$ cat config.mk
export PLATFORM = sky130hd
export DESIGN_NAME = pmbus_status_and_host_interface
export DESIGN_NICKNAME = d
export VERILOG_FILES = /design/src/core/pmbus_status_pkg.sv /design/src/core/code_slewer.sv /design/src/core/pmbus_status_and_host_interface.sv
export VERILOG_INCLUDE_DIRS = /design/src /design/src/core
export SDC_FILE = /design/constraint.sdc
export NUM_CORES = 1
export LEC_CHECK = 0
export BUFFER_PORTS_ARGS = -buffer_cell sky130_fd_sc_hd__clkbuf_2
export CORE_ASPECT_RATIO = 1.75
export CORE_MARGIN = 3
export CORE_UTILIZATION = 49
export CTS_BUF_LIST = sky130_fd_sc_hd__clkbuf_4
export DETAILED_ROUTE_END_ITERATION = 6
export PLACE_DENSITY = 0.81
export SLEW_MARGIN = 15
export SYNTH_ARGS = -nofsm -noshare
export SYNTH_HDL_FRONTEND = slang
export SYNTH_SLANG_ARGS = --single-unit
export TNS_END_PERCENT = 100
$ cat constraint.sdc
create_clock -name i_mclk -period 13.4 [get_ports i_mclk]
set_input_delay 4.02 -clock i_mclk [delete_from_list [all_inputs] [get_ports i_mclk]]
set_output_delay 4.02 -clock i_mclk [all_outputs]
set_load 0.01 [all_outputs]
$ cat src/core/pmbus_status_defines.svh
`ifndef PMBUS_STATUS_DEFINES_SVH
`define PMBUS_STATUS_DEFINES_SVH
`define CMD_FAULT_STATUS 8'h78
`define CMD_BUS_REVISION 8'h98
`define ADDR_COMMON_TRIG 8'h20
`define BUS_REVISION_VAL 16'h2200
`define FAULT_BIT        9
`define TRIG_SAVE_VAL    16'h0002
`define CODE_MSB         15
`define CODE_LSB         6
`define CLK_PERIOD_NS    5
`define I2C_TIMEOUT_MS   25
`define I2C_TIMEOUT_CYC  ((`I2C_TIMEOUT_MS * 1000000) / `CLK_PERIOD_NS)
`endif

$ cat src/core/pmbus_status_pkg.sv
package pmbus_status_pkg;
	// gray along detect order
	typedef enum logic [1:0] {
		PROTO_NONE  = 2'b00,
		PROTO_I2C   = 2'b01,
		PROTO_PMBUS = 2'b11,
		PROTO_SPI   = 2'b10
	} proto_e;
	typedef enum logic [1:0] {
		OP_NOMINAL = 2'b00,
		OP_HIGH    = 2'b01,
		OP_LOW     = 2'b11
	} margin_op_e;
	typedef enum logic {
		LK_WAIT = 1'b0,
		LK_HELD = 1'b1
	} lock_e;
endpackage

$ cat src/core/code_slewer.sv
`timescale 1ns/100ps
// walks one channel's code toward its target at a fixed tick rate
module code_slewer #(
	parameter int W     = 10,
	parameter int DIV_W = 16
) (
	input  wire logic             i_mclk,
	input  wire logic             i_rst_n,
	input  wire logic [W-1:0]     i_target,
	input  wire logic [3:0]       i_step,
	input  wire logic [DIV_W-1:0] i_period,
	input  wire logic             i_load,
	input  wire logic [W-1:0]     i_load_code,
	output logic      [W-1:0]     o_code
);
	logic [DIV_W-1:0] div_q;
	logic             tick;
	logic [W:0]       up_sum;
	logic [W-1:0]     step_w;

	// one-cycle enable every i_period+1 cycles
	always_ff @(posedge i_mclk) begin
		if (!i_rst_n || div_q == '0)
			div_q <= i_period;
		else
			div_q <= div_q - 1'b1;
	end
	assign tick   = (div_q == '0);
	assign step_w = W'(i_step);
	assign up_sum = {1'b0, o_code} + {1'b0, step_w};

	// clamp at the target so a coarse step never overshoots
	always_ff @(posedge i_mclk) begin
		if (!i_rst_n)
			o_code <= '0;
		else if (i_load)
			o_code <= i_load_code;
		else if (tick && o_code < i_target) begin
			if (up_sum > {1'b0, i_target})
				o_code <= i_target;
			else
				o_code <= up_sum[W-1:0];
		end else if (tick && o_code > i_target) begin
			if (o_code - i_target < step_w)
				o_code <= i_target;
			else
				o_code <= o_code - step_w;
		end
	end
endmodule

$ cat src/core/pmbus_status_and_host_interface.sv
`timescale 1ns/100ps
`include "pmbus_status_defines.svh"
module pmbus_status_and_host_interface import pmbus_status_pkg::*; #(
	parameter int CH          = 4,
	parameter int CW          = 10,
	parameter int DIV_W       = 16,
	parameter int TIMEOUT_CYC = `I2C_TIMEOUT_CYC
) (
	input  wire logic              i_mclk,
	input  wire logic              i_rst_n,
	input  wire logic              i_proto_valid,
	input  wire logic [1:0]        i_proto_det,
	input  wire logic              i_req_valid,
	input  wire logic              i_req_write,
	input  wire logic [7:0]        i_req_cmd,
	input  wire logic [15:0]       i_req_wdata,
	input  wire logic              i_bad_clocks,
	input  wire logic              i_read_no_cmd,
	input  wire logic              i_timeout_en,
	input  wire logic              i_scl_low,
	input  wire logic              i_nvm_gpio_sdo,
	input  wire logic              i_nvm_pd_alt,
	input  wire logic              i_nvm_pu_code_en,
	input  wire logic [15:0]       i_nvm_pu_code,
	input  wire logic [CH-1:0]     i_chan_on,
	input  wire logic [2*CH-1:0]   i_margin_op,
	input  wire logic [15:0]       i_margin_high,
	input  wire logic [15:0]       i_margin_low,
	input  wire logic [15:0]       i_nominal,
	input  wire logic [3:0]        i_step,
	input  wire logic [DIV_W-1:0]  i_period,
	output logic      [1:0]        o_proto,
	output logic                   o_proto_locked,
	output logic                   o_sdo_en,
	output logic      [15:0]       o_rdata,
	output logic                   o_rvalid,
	output logic                   o_fault_flag,
	output logic                   o_nvm_save,
	output logic                   o_bus_timeout,
	output logic      [CH-1:0]     o_hiz,
	output logic      [CH*CW-1:0]  o_code
);
	lock_e           lock_q;
	proto_e          proto_q;
	logic            fault_q;
	logic            fault_evt;
	logic            fault_clr;
	logic            known_cmd;
	logic            bad_data;
	logic            pm_req;
	logic            pu_q;
	logic [1:0]      scl_sync_q;
	logic [31:0]     to_cnt_q;
	logic [15:0]     rdata_d;
	logic [15:0]     fault_word;

	// protocol captured once; only a power cycle (reset) reopens it
	always_ff @(posedge i_mclk) begin
		if (!i_rst_n) begin
			lock_q  <= LK_WAIT;
			proto_q <= PROTO_NONE;
		end else begin
			unique case (lock_q)
				LK_WAIT: begin
					if (i_proto_valid) begin
						lock_q  <= LK_HELD;
						proto_q <= proto_e'(i_proto_det);
					end
				end
				LK_HELD: begin
					lock_q <= LK_HELD;
				end
			endcase
		end
	end
	assign o_proto        = proto_q;
	assign o_proto_locked = (lock_q == LK_HELD);

	// spi readback driver enabled only if stored config gives gpio that role
	always_ff @(posedge i_mclk) begin
		if (!i_rst_n)
			o_sdo_en <= 1'b0;
		else
			o_sdo_en <= (proto_q == PROTO_SPI) && i_nvm_gpio_sdo;
	end

	// fault sources; 78h and 98h decode ignores the page entirely
	assign pm_req    = i_req_valid && (proto_q == PROTO_PMBUS);
	assign known_cmd = (i_req_cmd == `CMD_FAULT_STATUS) ||
	                   (i_req_cmd == `CMD_BUS_REVISION) ||
	                   (i_req_cmd == `ADDR_COMMON_TRIG);
	assign bad_data  = i_req_write && ((i_req_cmd == `CMD_BUS_REVISION) ||
	                   ((i_req_cmd == `ADDR_COMMON_TRIG) && i_req_wdata != `TRIG_SAVE_VAL));
	assign fault_evt = (proto_q == PROTO_PMBUS) && (i_bad_clocks || i_read_no_cmd ||
	                   (pm_req && (!known_cmd || bad_data)));
	assign fault_clr = pm_req && i_req_write && (i_req_cmd == `CMD_FAULT_STATUS) &&
	                   i_req_wdata[`FAULT_BIT];

	// sticky flag; a fault in the clearing cycle wins over the clear
	always_ff @(posedge i_mclk) begin
		if (!i_rst_n)
			fault_q <= 1'b0;
		else if (fault_evt)
			fault_q <= 1'b1;
		else if (fault_clr)
			fault_q <= 1'b0;
	end
	assign o_fault_flag = fault_q;

	// don't-care bits always read zero
	always_comb begin
		fault_word             = 16'h0000;
		fault_word[`FAULT_BIT] = fault_q;
		rdata_d                = 16'h0000;
		if (i_req_cmd == `CMD_FAULT_STATUS)
			rdata_d = fault_word;
		else if (i_req_cmd == `CMD_BUS_REVISION)
			rdata_d = `BUS_REVISION_VAL;
	end

	// read answer one cycle after the request
	always_ff @(posedge i_mclk) begin
		if (!i_rst_n) begin
			o_rdata  <= 16'h0000;
			o_rvalid <= 1'b0;
		end else begin
			o_rvalid <= i_req_valid && !i_req_write;
			if (i_req_valid && !i_req_write)
				o_rdata <= rdata_d;
		end
	end

	// save strobe: trigger register takes only the save value
	always_ff @(posedge i_mclk) begin
		if (!i_rst_n)
			o_nvm_save <= 1'b0;
		else
			o_nvm_save <= i_req_valid && i_req_write &&
			              (i_req_cmd == `ADDR_COMMON_TRIG) &&
			              (i_req_wdata == `TRIG_SAVE_VAL);
	end

	// scl pin level crosses in through two flops
	always_ff @(posedge i_mclk) begin
		if (!i_rst_n)
			scl_sync_q <= 2'b00;
		else
			scl_sync_q <= {scl_sync_q[0], i_scl_low};
	end

	// clock held low too long releases the stalled transfer, once per stall
	always_ff @(posedge i_mclk) begin
		if (!i_rst_n) begin
			to_cnt_q      <= '0;
			o_bus_timeout <= 1'b0;
		end else begin
			o_bus_timeout <= 1'b0;
			if (!i_timeout_en || proto_q == PROTO_SPI || !scl_sync_q[1])
				to_cnt_q <= '0;
			else if (to_cnt_q == 32'(TIMEOUT_CYC - 1)) begin
				to_cnt_q      <= to_cnt_q + 1'b1;
				o_bus_timeout <= 1'b1;
			end else if (to_cnt_q < 32'(TIMEOUT_CYC))
				to_cnt_q <= to_cnt_q + 1'b1;
		end
	end

	// power-up load one cycle after reset release; straps read only then
	always_ff @(posedge i_mclk) begin
		if (!i_rst_n)
			pu_q <= 1'b1;
		else
			pu_q <= 1'b0;
	end

	genvar g;
	generate
		for (g = 0; g < CH; g++) begin : g_ch
			logic [1:0]    op;
			logic [CW-1:0] target;
			assign op = i_margin_op[2*g +: 2];
			// codes taken from the top bits of the left-aligned word
			always_comb begin
				unique case (margin_op_e'(op))
					OP_HIGH:    target = i_margin_high[`CODE_MSB:`CODE_LSB];
					OP_LOW:     target = i_margin_low[`CODE_MSB:`CODE_LSB];
					default:    target = i_nominal[`CODE_MSB:`CODE_LSB];
				endcase
			end
			// hi-z until switched on, unless stored config chose otherwise
			always_ff @(posedge i_mclk) begin
				if (!i_rst_n)
					o_hiz[g] <= 1'b1;
				else if (pu_q)
					o_hiz[g] <= !(i_nvm_pd_alt || i_nvm_pu_code_en);
				else if (i_chan_on[g])
					o_hiz[g] <= 1'b0;
			end
			code_slewer #(
				.W     (CW),
				.DIV_W (DIV_W)
			) u_slew (
				.i_mclk      (i_mclk),
				.i_rst_n     (i_rst_n),
				.i_target    (pu_q ? i_nvm_pu_code[`CODE_MSB:`CODE_LSB] : target),
				.i_step      (i_step),
				.i_period    (i_period),
				.i_load      (pu_q && i_nvm_pu_code_en),
				.i_load_code (i_nvm_pu_code[`CODE_MSB:`CODE_LSB]),
				.o_code      (o_code[g*CW +: CW])
			);
		end
	endgenerate
endmodule

Word level (Yosys, flattened, before mapping)
Cells that the tools add are included.
{ "totals": {"register_bits": 167, "latchBits": 0, "ramBits": 0, "mem_bits_ro": 0, "in_bits": 134, "out_inout_bits": 68, "word_cells": 182, "n_memories": 0} }
{ "classes": {"addsub": 17, "mul": 0, "n_div": 0, "order_cmp": 17, "eq_ne": 16, "n_shift": 0, "muxes": 50, "n_bitwise": 2, "n_reduce_logical": 57} }
{ "op_table": {"columns": ["operator", "count"], "rows": [
  ["$mux W10", 24],
  ["$pmux W10 S2", 4],
  ["$logic_not A16 Y1", 4],
  ["$mux W16", 4],
  ["$mux W32", 2],
  ["$sub A16 B1 Y16 const B", 4],
  ["$add A10 B4 Y11", 4],
  ["$gt A11 B10 Y1", 4],
  ["$gt A10 B10 Y1", 4],
  ["$lt A10 B10 Y1", 4],
  ["$lt A10 B4 Y1", 4],
  ["$sub A10 B10 Y10", 4],
  ["$sub A10 B4 Y10", 4],
  ["$add A32 B1 Y32 const B", 1],
  ["$eq A32 B23 Y1 const B", 1],
  ["$lt A32 B23 Y1 const B", 1],
  ["$mux W14", 2],
  ["$logic_and A1 B1 Y1", 22],
  ["$eq A16 B2 Y1 const B", 1],
  ["$ne A16 B2 Y1 const B", 1],
  ["$logic_or A1 B1 Y1", 13],
  ["$mux W1", 13],
  ["$eq A2 B2 Y1 const B", 6],
  ["$reduce_bool A2 Y1", 6],
  ["10 further kinds", 22]
]} }

Depth between registers and ports, before layout
Gate-level depths: netlist of the first run.
{ "depth": {"depth_word": 9, "mapped_depth": 22, "ltp_nobuf": 20} }

Hierarchy
A second synthesis of the first run with hierarchy kept.
{ "unflattened": {"hier_cells": 1899, "hier_area_um2": 14488.9} }
{ "modules_own_cells": {"columns": ["module", "n_inst", "cells_per_inst", "area_per_inst_um2", "seq_area_each_um2"], "rows": [
  ["code_slewer at g_ch[0].u_slew ...", 3, 358, 2780.2, 520.5],
  ["pmbus_status_and_host_interface", 1, 451, 3334.4, 980.9],
  ["code_slewer at g_ch[1].u_slew", 1, 374, 2813.9, 520.5]
]} }

Least setup slack after synthesis of the first run
Ideal clock, no wire load.
{ "synth_timing": {"path_type": "input -> register", "from": "in i_step[1]", "to": "reg g_ch[0].u_slew.o_code[2]", "setup_ps": 74, "arrival_time_ps": 7793, "setup_slack_ps": 5533, "stages": 17, "path_buffers": 0, "cell_sequence": "inv_1 -> ha_1 -> nor3b_1 -> or3_1 -> a21o_1 -> nand4_1 -> nor2_1 -> xor2_1 -> ha_1 -> a21o_1 -> a2111oi_0 -> a32o_1 -> a211oi_1 -> nor3b_1 -> a21oi_2 -> a2111o_1 -> o21ai_0"} }
{ "synth_between": {"elab_chain_cells": 5, "elab_cells_between_ends": 9, "cone_classes": "2 x add/sub; 2 x order compare; 5 x mux"} }
{ "synth_lines": {"columns": ["item", "line_no", "rtl"], "rows": [
  ["start: declaration", "pmbus_status_and_host_interface.sv:30", "input wire logic [3:0] i_step,"],
  ["$add A10 B4 Y11, or another cell as far along", "code_slewer.sv:30", "assign up_sum = {1'b0, o_code} + {1'b0, step_w};"],
  ["$gt A11 B10 Y1 or $mux W10 (tied branches)", "code_slewer.sv:39, code_slewer.sv:44", null],
  ["$mux W10, on equally long branches", "code_slewer.sv:39, code_slewer.sv:43", null],
  ["$mux W10 *", "code_slewer.sv:38", "else if (tick && o_code < i_target) begin"],
  ["$mux W10 *", "code_slewer.sv:36", "else if (i_load)"],
  ["end signal: assignment", "code_slewer.sv:37", "o_code <= i_load_code;"],
  ["end signal: assignment", "code_slewer.sv:40", "o_code <= i_target;"],
  ["end signal: assignment", "code_slewer.sv:42", "o_code <= up_sum[W-1:0];"],
  ["end: declaration", "code_slewer.sv:14", "output logic [W-1:0] o_code"]
]} }
Every way passes the cells marked *; elsewhere a longest branch is shown, timed or not. The select of a mux whose other input is x is not followed.
A chain may end at the register's enable or synchronous reset.

Worst setup path in the final report of the first run
{ "layout_timing": {"from": "in i_step[1]", "to": "reg g_ch[0].u_slew.o_code[4]"} }
Same word-level chain as after synthesis.

==> flow_summary.yaml, run 1 <==
cells_and_area:
  regArea_um2: 3060
  fill_cells: 2735
  fin_nets: 2253
  syn2layout_area_growth_pct: 8.27
  multi_input_area_um2: 10500
  drive_above_1_share: 0.122
  final_cell_area_um2: 15500
synthesis:
  synth_edf_count: 0
  yosys_warnings: 0
  synthArstFlopShare: 0
  synth-simple-area-share: 0.242
  synthXorXnorAreaFrac: 0.0948
  synth_compound_area_frac: 0.239
  synth_top_family_by_area: "simple AND/OR/NAND/NOR gates"
  synth_mux_area_frac: 0.0349
  ys_ff_latch: 153
  ys_dominant_reg_cell: "dfxtp_1"
  synth.distinct_cells: 97
  synth_area_um2: 14300
  avgSynthCellArea_um2: 7.59
  synthCells: 1886
  synthAdderAreaFrac: 0.119
  synth_seq_area_share: 0.214
sta:
  slew_headroom: 0.199
  rsz0062_at_grt: "no"
  min_period_ps: 8540
  tightestPinTransition_ps: 1190
  post-route-period-util: 0.637
  skew_ps: 51.0
  hold_viol: 0
  hold_slack_ps: 450
  max_freq_mhz: 117
  setup_violations: 0
  tns_ps: 0
  maxSlewViolCount: 0
power_and_ir_drop:
  ir_drop_v: 0.000102
  powerDensity_nw_per_um2: 95.1
  cellLeakagePower_nw: 6.54
worst_setup_path:
  reg2reg_slack_ps: 7740
  path_cells: "clkbuf_2 -> inv_1 -> ha_1 -> nor3b_1 -> or3_1 -> a21o_1 -> nand4_1 -> nor2_1 -> xor2_1 -> ha_1 -> nand3_1 -> nor2_1 -> a32o_1 -> a211oi_1 -> nand3b_1 -> o21ai_0 -> a21o_1 -> a221o_1 -> a31oi_1"
  crit_required_ps: 14010
  cp-start-kind: "input port"
  end_kind: "register"
  path_class: "in2reg"
  cp.arrival_ps: 9140
  worstRegToRegCells: 14
  slowest_delay_ps: 710
  cp_slowest_cell: "a211oi_1"
  r2r_start: "pu_q$_DFF_P_"
  r2r-end: "g_ch[0].u_slew.o_code[0]$_SDFFE_PN0P_"
  cp_max_fo: 12
hold_path:
  hp-class: "reg2reg"
  hold_path.startpoint: "scl_sync_q[0]$_SDFF_PN0_"
  hold_depth: 1
  worstHoldEndpoint: "scl_sync_q[1]$_SDFF_PN0_"
cts:
  cts_tree: "yes"
  cts_resized: 0
  h-tree-depth: 4
  cts_buffer_depth: 2
  numCtsBuffers: 17
  cts_hold_buf: 0
  clk_latency_ps: 660
  clkTransAtPathRegs_ps: 190
  cts_setup_buffers: 0
  cts_root_buf: "clkbuf_4"
  cts.sinks: 153
global_route:
  grt_pass1_vias: 14628
  grt_max_degree: 47
  grtUsageTotal: 0.294
  antenna_found_initial: 2
  grt_pass1_wl_mm: 73.4
  gr-total-overflow: 0
routing:
  final_antenna_net_count: 0
  firstDrtPassIters: 7
  drt_wl_total_mm: 47.3
  via_per_inst: 6.24
  drcViolationCount: 0
  wl_per_cell_um: 19.8
  drtIter0Drc: 1195
  routed-via-count: 14896
run:
  drv_cap: 0
floorplanning:
  fp.coreArea_um2: 28700
  io_pins: 202
  fp-row-count: 82
  start_util: 0.498
  die_w_um: 135
  die_area_um2: 31400
  die_y_um: 232
run_status:
  status: "finished clean"
placement:
  placed_cell_area_um2: 15200
  place_hpwl_mm: 36.5
  gp_congestion: 0.989
  port-buffer-count: 163
[how the worst max path moves through the flow]
stage	cells past startpoint	startpoint	end	slack, ps
global route	19	i_step[1]	g_ch[0].u_slew.o_code[4]$_SDFFE_PN0P_	4570
global placement	19	i_step[1]	g_ch[0].u_slew.o_code[4]$_SDFFE_PN0P_	4350
detailed placement	19	i_step[1]	g_ch[0].u_slew.o_code[4]$_SDFFE_PN0P_	4310
floorplan	17	i_step[1]	g_ch[0].u_slew.o_code[2]$_SDFFE_PN0P_	5530
CTS	19	i_step[1]	g_ch[0].u_slew.o_code[4]$_SDFFE_PN0P_	4980
finish	19	i_step[1]	g_ch[0].u_slew.o_code[4]$_SDFFE_PN0P_	4860
[power breakdown]
group          internal, W  switching (W)
combinational     0.000261       0.000365
sequential        0.000493      0.0000594
clock            0.0000991       0.000198
total             0.000852       0.000622
[layer usage]
layer | up-vias | track usage | wire length, µm | share of wire
li1 | 7046 | - | - | -
met1 | 6910 | 0.297 | 16500 | 0.35
met2 | 679 | 0.512 | 23000 | 0.49
met3 | 259 | 0.0624 | 3520 | 0.074
met4 | 2 | 0.239 | 4270 | 0.090
met5 | - | 0 | 13 | 0.00027
[cell usage after synthesis (13+ instances only)]
cell type	n	area share
a211oi_1	44	0.023
a21o_1	25	0.013
a21oi_1	91	0.032
a31oi_1	25	0.011
and2_1	27	0.012
and3_1	13	0.0057
buf_4	16	0.0084
clkbuf_1	56	0.015
dfxtp_1	153	0.21
ha_1	117	0.10
inv_1	79	0.021
mux2i_1	42	0.029
nand2_1	195	0.051
nand2b_1	23	0.010
nand3_1	48	0.017
nand3b_1	14	0.0073
nand4_1	26	0.011
nor2_1	182	0.048
nor2b_1	30	0.013
nor3_1	37	0.013
nor4_1	30	0.013
o211ai_1	25	0.013
o21ai_0	165	0.058
or3_1	21	0.0092
xnor2_1	99	0.061
xor2_1	56	0.034
[state kept, by name (all words and copies together), names as in the netlist, 2 cells and up]
register and count:
g_ch.u_slew.div_q 64, g_ch.u_slew.o_code 40, to_cnt_q 32, o_hiz 4, o_proto 2, o_rdata 2
scl_sync_q 2
[layout by cell type, fill, tap and decap left out, types with 9 or more instances in the layout]
cell type	n
a2111oi_0	10
a211oi_1	44
a21o_1	25
a21oi_1	91
a221o_1	10
a31oi_1	25
and2_1	27
and3_1	13
buf_4	9
clkbuf_2	163
clkbuf_4	18
conb_1	14
dfxtp_1	152
ha_1	117
inv_1	79
mux2i_1	42
nand2_1	195
nand2b_1	23
nand3_1	48
nand3b_1	14
nand4_1	26
nor2_1	182
nor2b_1	30
nor3_1	37
nor3b_1	11
nor4_1	30
o211ai_1	25
o21ai_0	165
o21bai_1	12
or3_1	21
xnor2_1	99
xor2_1	56
[final cells by class]
cell class	count	share of cell area
multi-input cells	1569	0.677
flip-flops and latches	153	0.198
repair buffers	172	0.0570
well taps	378	0.0305
inverters	81	0.0196
clock inverters	14	0.00896
clock buffers	18	0.00872
diodes	1	0.000161
[cells by family after synthesis]
family / count (synthesis)
buf+inv: 177
xor+xnor: 155
other cells: 1
fa+ha+maj: 133
flops: 153
simple gates: 702
compound gates: 516
mux: 49
[stage by stage]
step	total power, W	setup WS (ps)	cells	util
floorplan	0.000999	5530	1899	-
global placement	0.00115	4350	2353	0.530
detailed placement	0.00117	4310	2353	0.530
CTS	0.00147	4980	2385	0.540
global route	0.00156	4570	2386	0.540
finish	0.00147	4860	2386	0.540
[critical path, delay by kind of cell]
family                     cells  cell delay, ps
AOI/OAI and AO/OA              7            1870
and+or+nand+nor                7            1510
buffers and inverters          2             900
adders and majority gates      2             630
xor gates and xnor gates       1             200
Note: power is estimated with default switching activity, not from simulation.
==> run 2: changes to the inputs <==
--- a/config.mk
+++ b/config.mk
@@ -6,13 +6,14 @@
 export SDC_FILE = /design/constraint.sdc
 export NUM_CORES = 1
 export LEC_CHECK = 0
+export ABC_AREA = 1
 export BUFFER_PORTS_ARGS = -buffer_cell sky130_fd_sc_hd__clkbuf_2
 export CORE_ASPECT_RATIO = 1.75
 export CORE_MARGIN = 3
 export CORE_UTILIZATION = 49
 export CTS_BUF_LIST = sky130_fd_sc_hd__clkbuf_4
 export DETAILED_ROUTE_END_ITERATION = 6
-export PLACE_DENSITY = 0.81
+export PLACE_DENSITY = 0.8
 export SLEW_MARGIN = 15
 export SYNTH_ARGS = -nofsm -noshare
 export SYNTH_HDL_FRONTEND = slang
==> constraint.sdc (replaced) <==
create_clock -name i_mclk -period 8.3 [get_ports i_mclk]
set_input_delay 2.49 -clock i_mclk [delete_from_list [all_inputs] [get_ports i_mclk]]
set_output_delay 2.49 -clock i_mclk [all_outputs]
set_load 0.01 [all_outputs]
==> flow_summary.yaml, run 2 <==
run_status:
  status: "finished clean"
cells_and_area:
  largestRegisters: "g_ch.u_slew.div_q x64, g_ch.u_slew.o_code x40, to_cnt_q x32"
  syn2layout_area_growth_pct: 8.70
  largest_reg_flops: 64
  finalNonFillerCells: 3093
  fin_nets: 2945
  layout_commonest_cell: "nand2_1"
  regMostFlops: "g_ch.u_slew.div_q"
  drive_above_1_share: 0.116
  final_cell_mix: "615 x nand2_1, 362 x inv_1, 274 x nor2_1"
cts:
  cts_resized: 0
  cts.sinks: 153
  cts_setup_buffers: 0
  numCtsBuffers: 17
  clk_latency_ps: 660
  cts_hold_buf: 0
  cts_tree: "yes"
  cts_buffer_depth: 2
  h-tree-depth: 4
  cts_root_buf: "clkbuf_4"
  clkTransAtPathRegs_ps: 180
worst_setup_path:
  slowest_delay_ps: 390
  cp-start-kind: "input port"
  cp_max_fo: 11
  crit_required_ps: 8910
  crit_top_cell: "nand2_1"
  reg2reg_slack_ps: 3340
  path_cells: "clkbuf_2 -> inv_1 -> buf_4 -> ha_1 -> nor3_1 -> o21ai_0 -> a21oi_1 -> nand2_1 -> nor3_1 -> xor2_1 -> ha_1 -> inv_1 -> nor2_1 -> nor3_1 -> nand3_1 -> nand2_1 -> inv_2 -> nand2_1 -> o211ai_1 -> nand2_1 -> nand2_1 -> a21oi_2"
  cp_num_buf_inv: 5
  end_kind: "register"
  cp.arrival_ps: 6830
  cp_slowest_cell: "ha_1"
  path_class: "in2reg"
  critPathTopFamily: "simple AND/OR/NAND/NOR gates"
sta:
  maxSlewViolCount: 0
  post-route-period-util: 0.749
  max_freq_mhz: 161
  rsz0062_at_grt: "no"
  skew_ps: 40.7
  hold_viol: 0
  slew_headroom: 0.267
  tns_ps: 0
  tightestPinTransition_ps: 1100
  setup_violations: 0
  min_period_ps: 6220
global_route:
  antenna_found_initial: 4
  gr-total-overflow: 0
  grt_pass1_wl_mm: 84.3
  grtUsageTotal: 0.307
  grt_pass1_vias: 16947
  grt_max_degree: 51
floorplanning:
  fp-row-count: 85
  die_w_um: 141
  fp.coreArea_um2: 31100
  die_y_um: 242
  die_area_um2: 34100
  io_pins: 202
  start_util: 0.502
synthesis:
  ys_dominant_reg_cell: "dfxtp_1"
  synth_area_um2: 15600
  synth_most_common_cell: "nand2_1"
  synthCells: 2545
  synthArstFlopShare: 0
  yosysTopAreaCell: "dfxtp_1"
  synth_common_cells: "615 x nand2_1, 362 x inv_1, 274 x nor2_1, 192 x nand3_1, 161 x o21ai_0"
  synth_area_leaders: "dfxtp_1 20%, nand2_1 15%, ha_1 9.4%, inv_1 8.7%, nor2_1 6.6%"
  ys_ff_latch: 153
  synth_top_area_frac: 0.196
  synth_edf_count: 0
  avgSynthCellArea_um2: 6.13
  yosys_warnings: 0
  synth.distinct_cells: 61
  synth_seq_area_share: 0.196
routing:
  wl_per_cell_um: 17.6
  firstDrtPassIters: 7
  final_antenna_net_count: 0
  routed-via-count: 17722
  via_per_inst: 5.73
  drt_wl_total_mm: 54.4
  drtIter0Drc: 1286
  drcViolationCount: 0
power_and_ir_drop:
  ir_drop_v: 0.000135
  powerDensity_nw_per_um2: 145
  cellLeakagePower_nw: 8.80
run:
  drv_cap: 0
placement:
  port-buffer-count: 163
  gp_congestion: 1.01
  place_hpwl_mm: 43.3
  dp.cells: 3058
hold_path:
  hp-class: "reg2reg"
run 2: area by class of cell:
type                    count  area, µm²
fillers                  3180      14100
multi-input cells        1955      10700
flip-flops and latches    153       3060
inverters                 386       1450
repair buffers            173        891
well taps                 391        489
clock inverters            15        190
clock buffers              17        128
diodes                      3       7.51
run 2: cells by family after synthesis:
group           after synthesis  share of synthesized area
compound gates              408                      0.152
simple gates               1321                      0.380
buf+inv                     450                      0.118
other cells                   1                   0.000240
xor+xnor                     87                     0.0489
fa+ha+maj                   125                      0.104
flops                       153                      0.196
run 2: worst paths after layout:
kind / start / to / cells past startpoint
hold reg to reg: to_cnt_q[29]$_SDFFE_PP0P_ / to_cnt_q[29]$_SDFFE_PP0P_ / 2
setup reg to reg: pu_q$_DFF_P_ / g_ch[3].u_slew.o_code[3]$_SDFFE_PN0P_ / 24
hold / removal: to_cnt_q[29]$_SDFFE_PP0P_ / to_cnt_q[29]$_SDFFE_PP0P_ / 2
setup / recovery: i_step[2] / g_ch[3].u_slew.o_code[5]$_SDFFE_PN0P_ / 22
run 2: routing by layer:
| layer | wire length, µm | global-route usage | vias to the layer above |
|---|---|---|---|
| met3 | 4120 | 0.0602 | 274 |
| li1 | - | - | 8627 |
| met1 | 18900 | 0.316 | 8020 |
| met5 | 13 | 0 | - |
| met4 | 5320 | 0.262 | 2 |
| met2 | 26000 | 0.524 | 799 |
run 2: through the flow:
step	util	setup slack, ps	power [W]	area [µm²]	hold slack [ps]
3_3_place_gp	0.535	1650	0.00189	16600	398
6_report	0.546	2080	0.00246	17000	438
2_1_floorplan	-	2820	0.00163	15600	390
5_1_grt	0.546	1820	0.00263	17000	458
4_1_cts	0.546	2200	0.00245	16900	442
3_5_place_dp	0.535	1500	0.00192	16600	413
run 2: power by group:
group / total [W] / switching [W] / internal, W
combinational: 0.00107 / 0.000704 / 0.000363
clock: 0.000533 / 0.000316 / 0.000216
sequential: 0.000860 / 0.0000701 / 0.000790
total: 0.00246 / 0.00109 / 0.00137
run 2: worst min-delay path: stages, from the launching register on:
cell	delay [ps]
dfxtp_1	330
inv_1	50
nor2_1	30
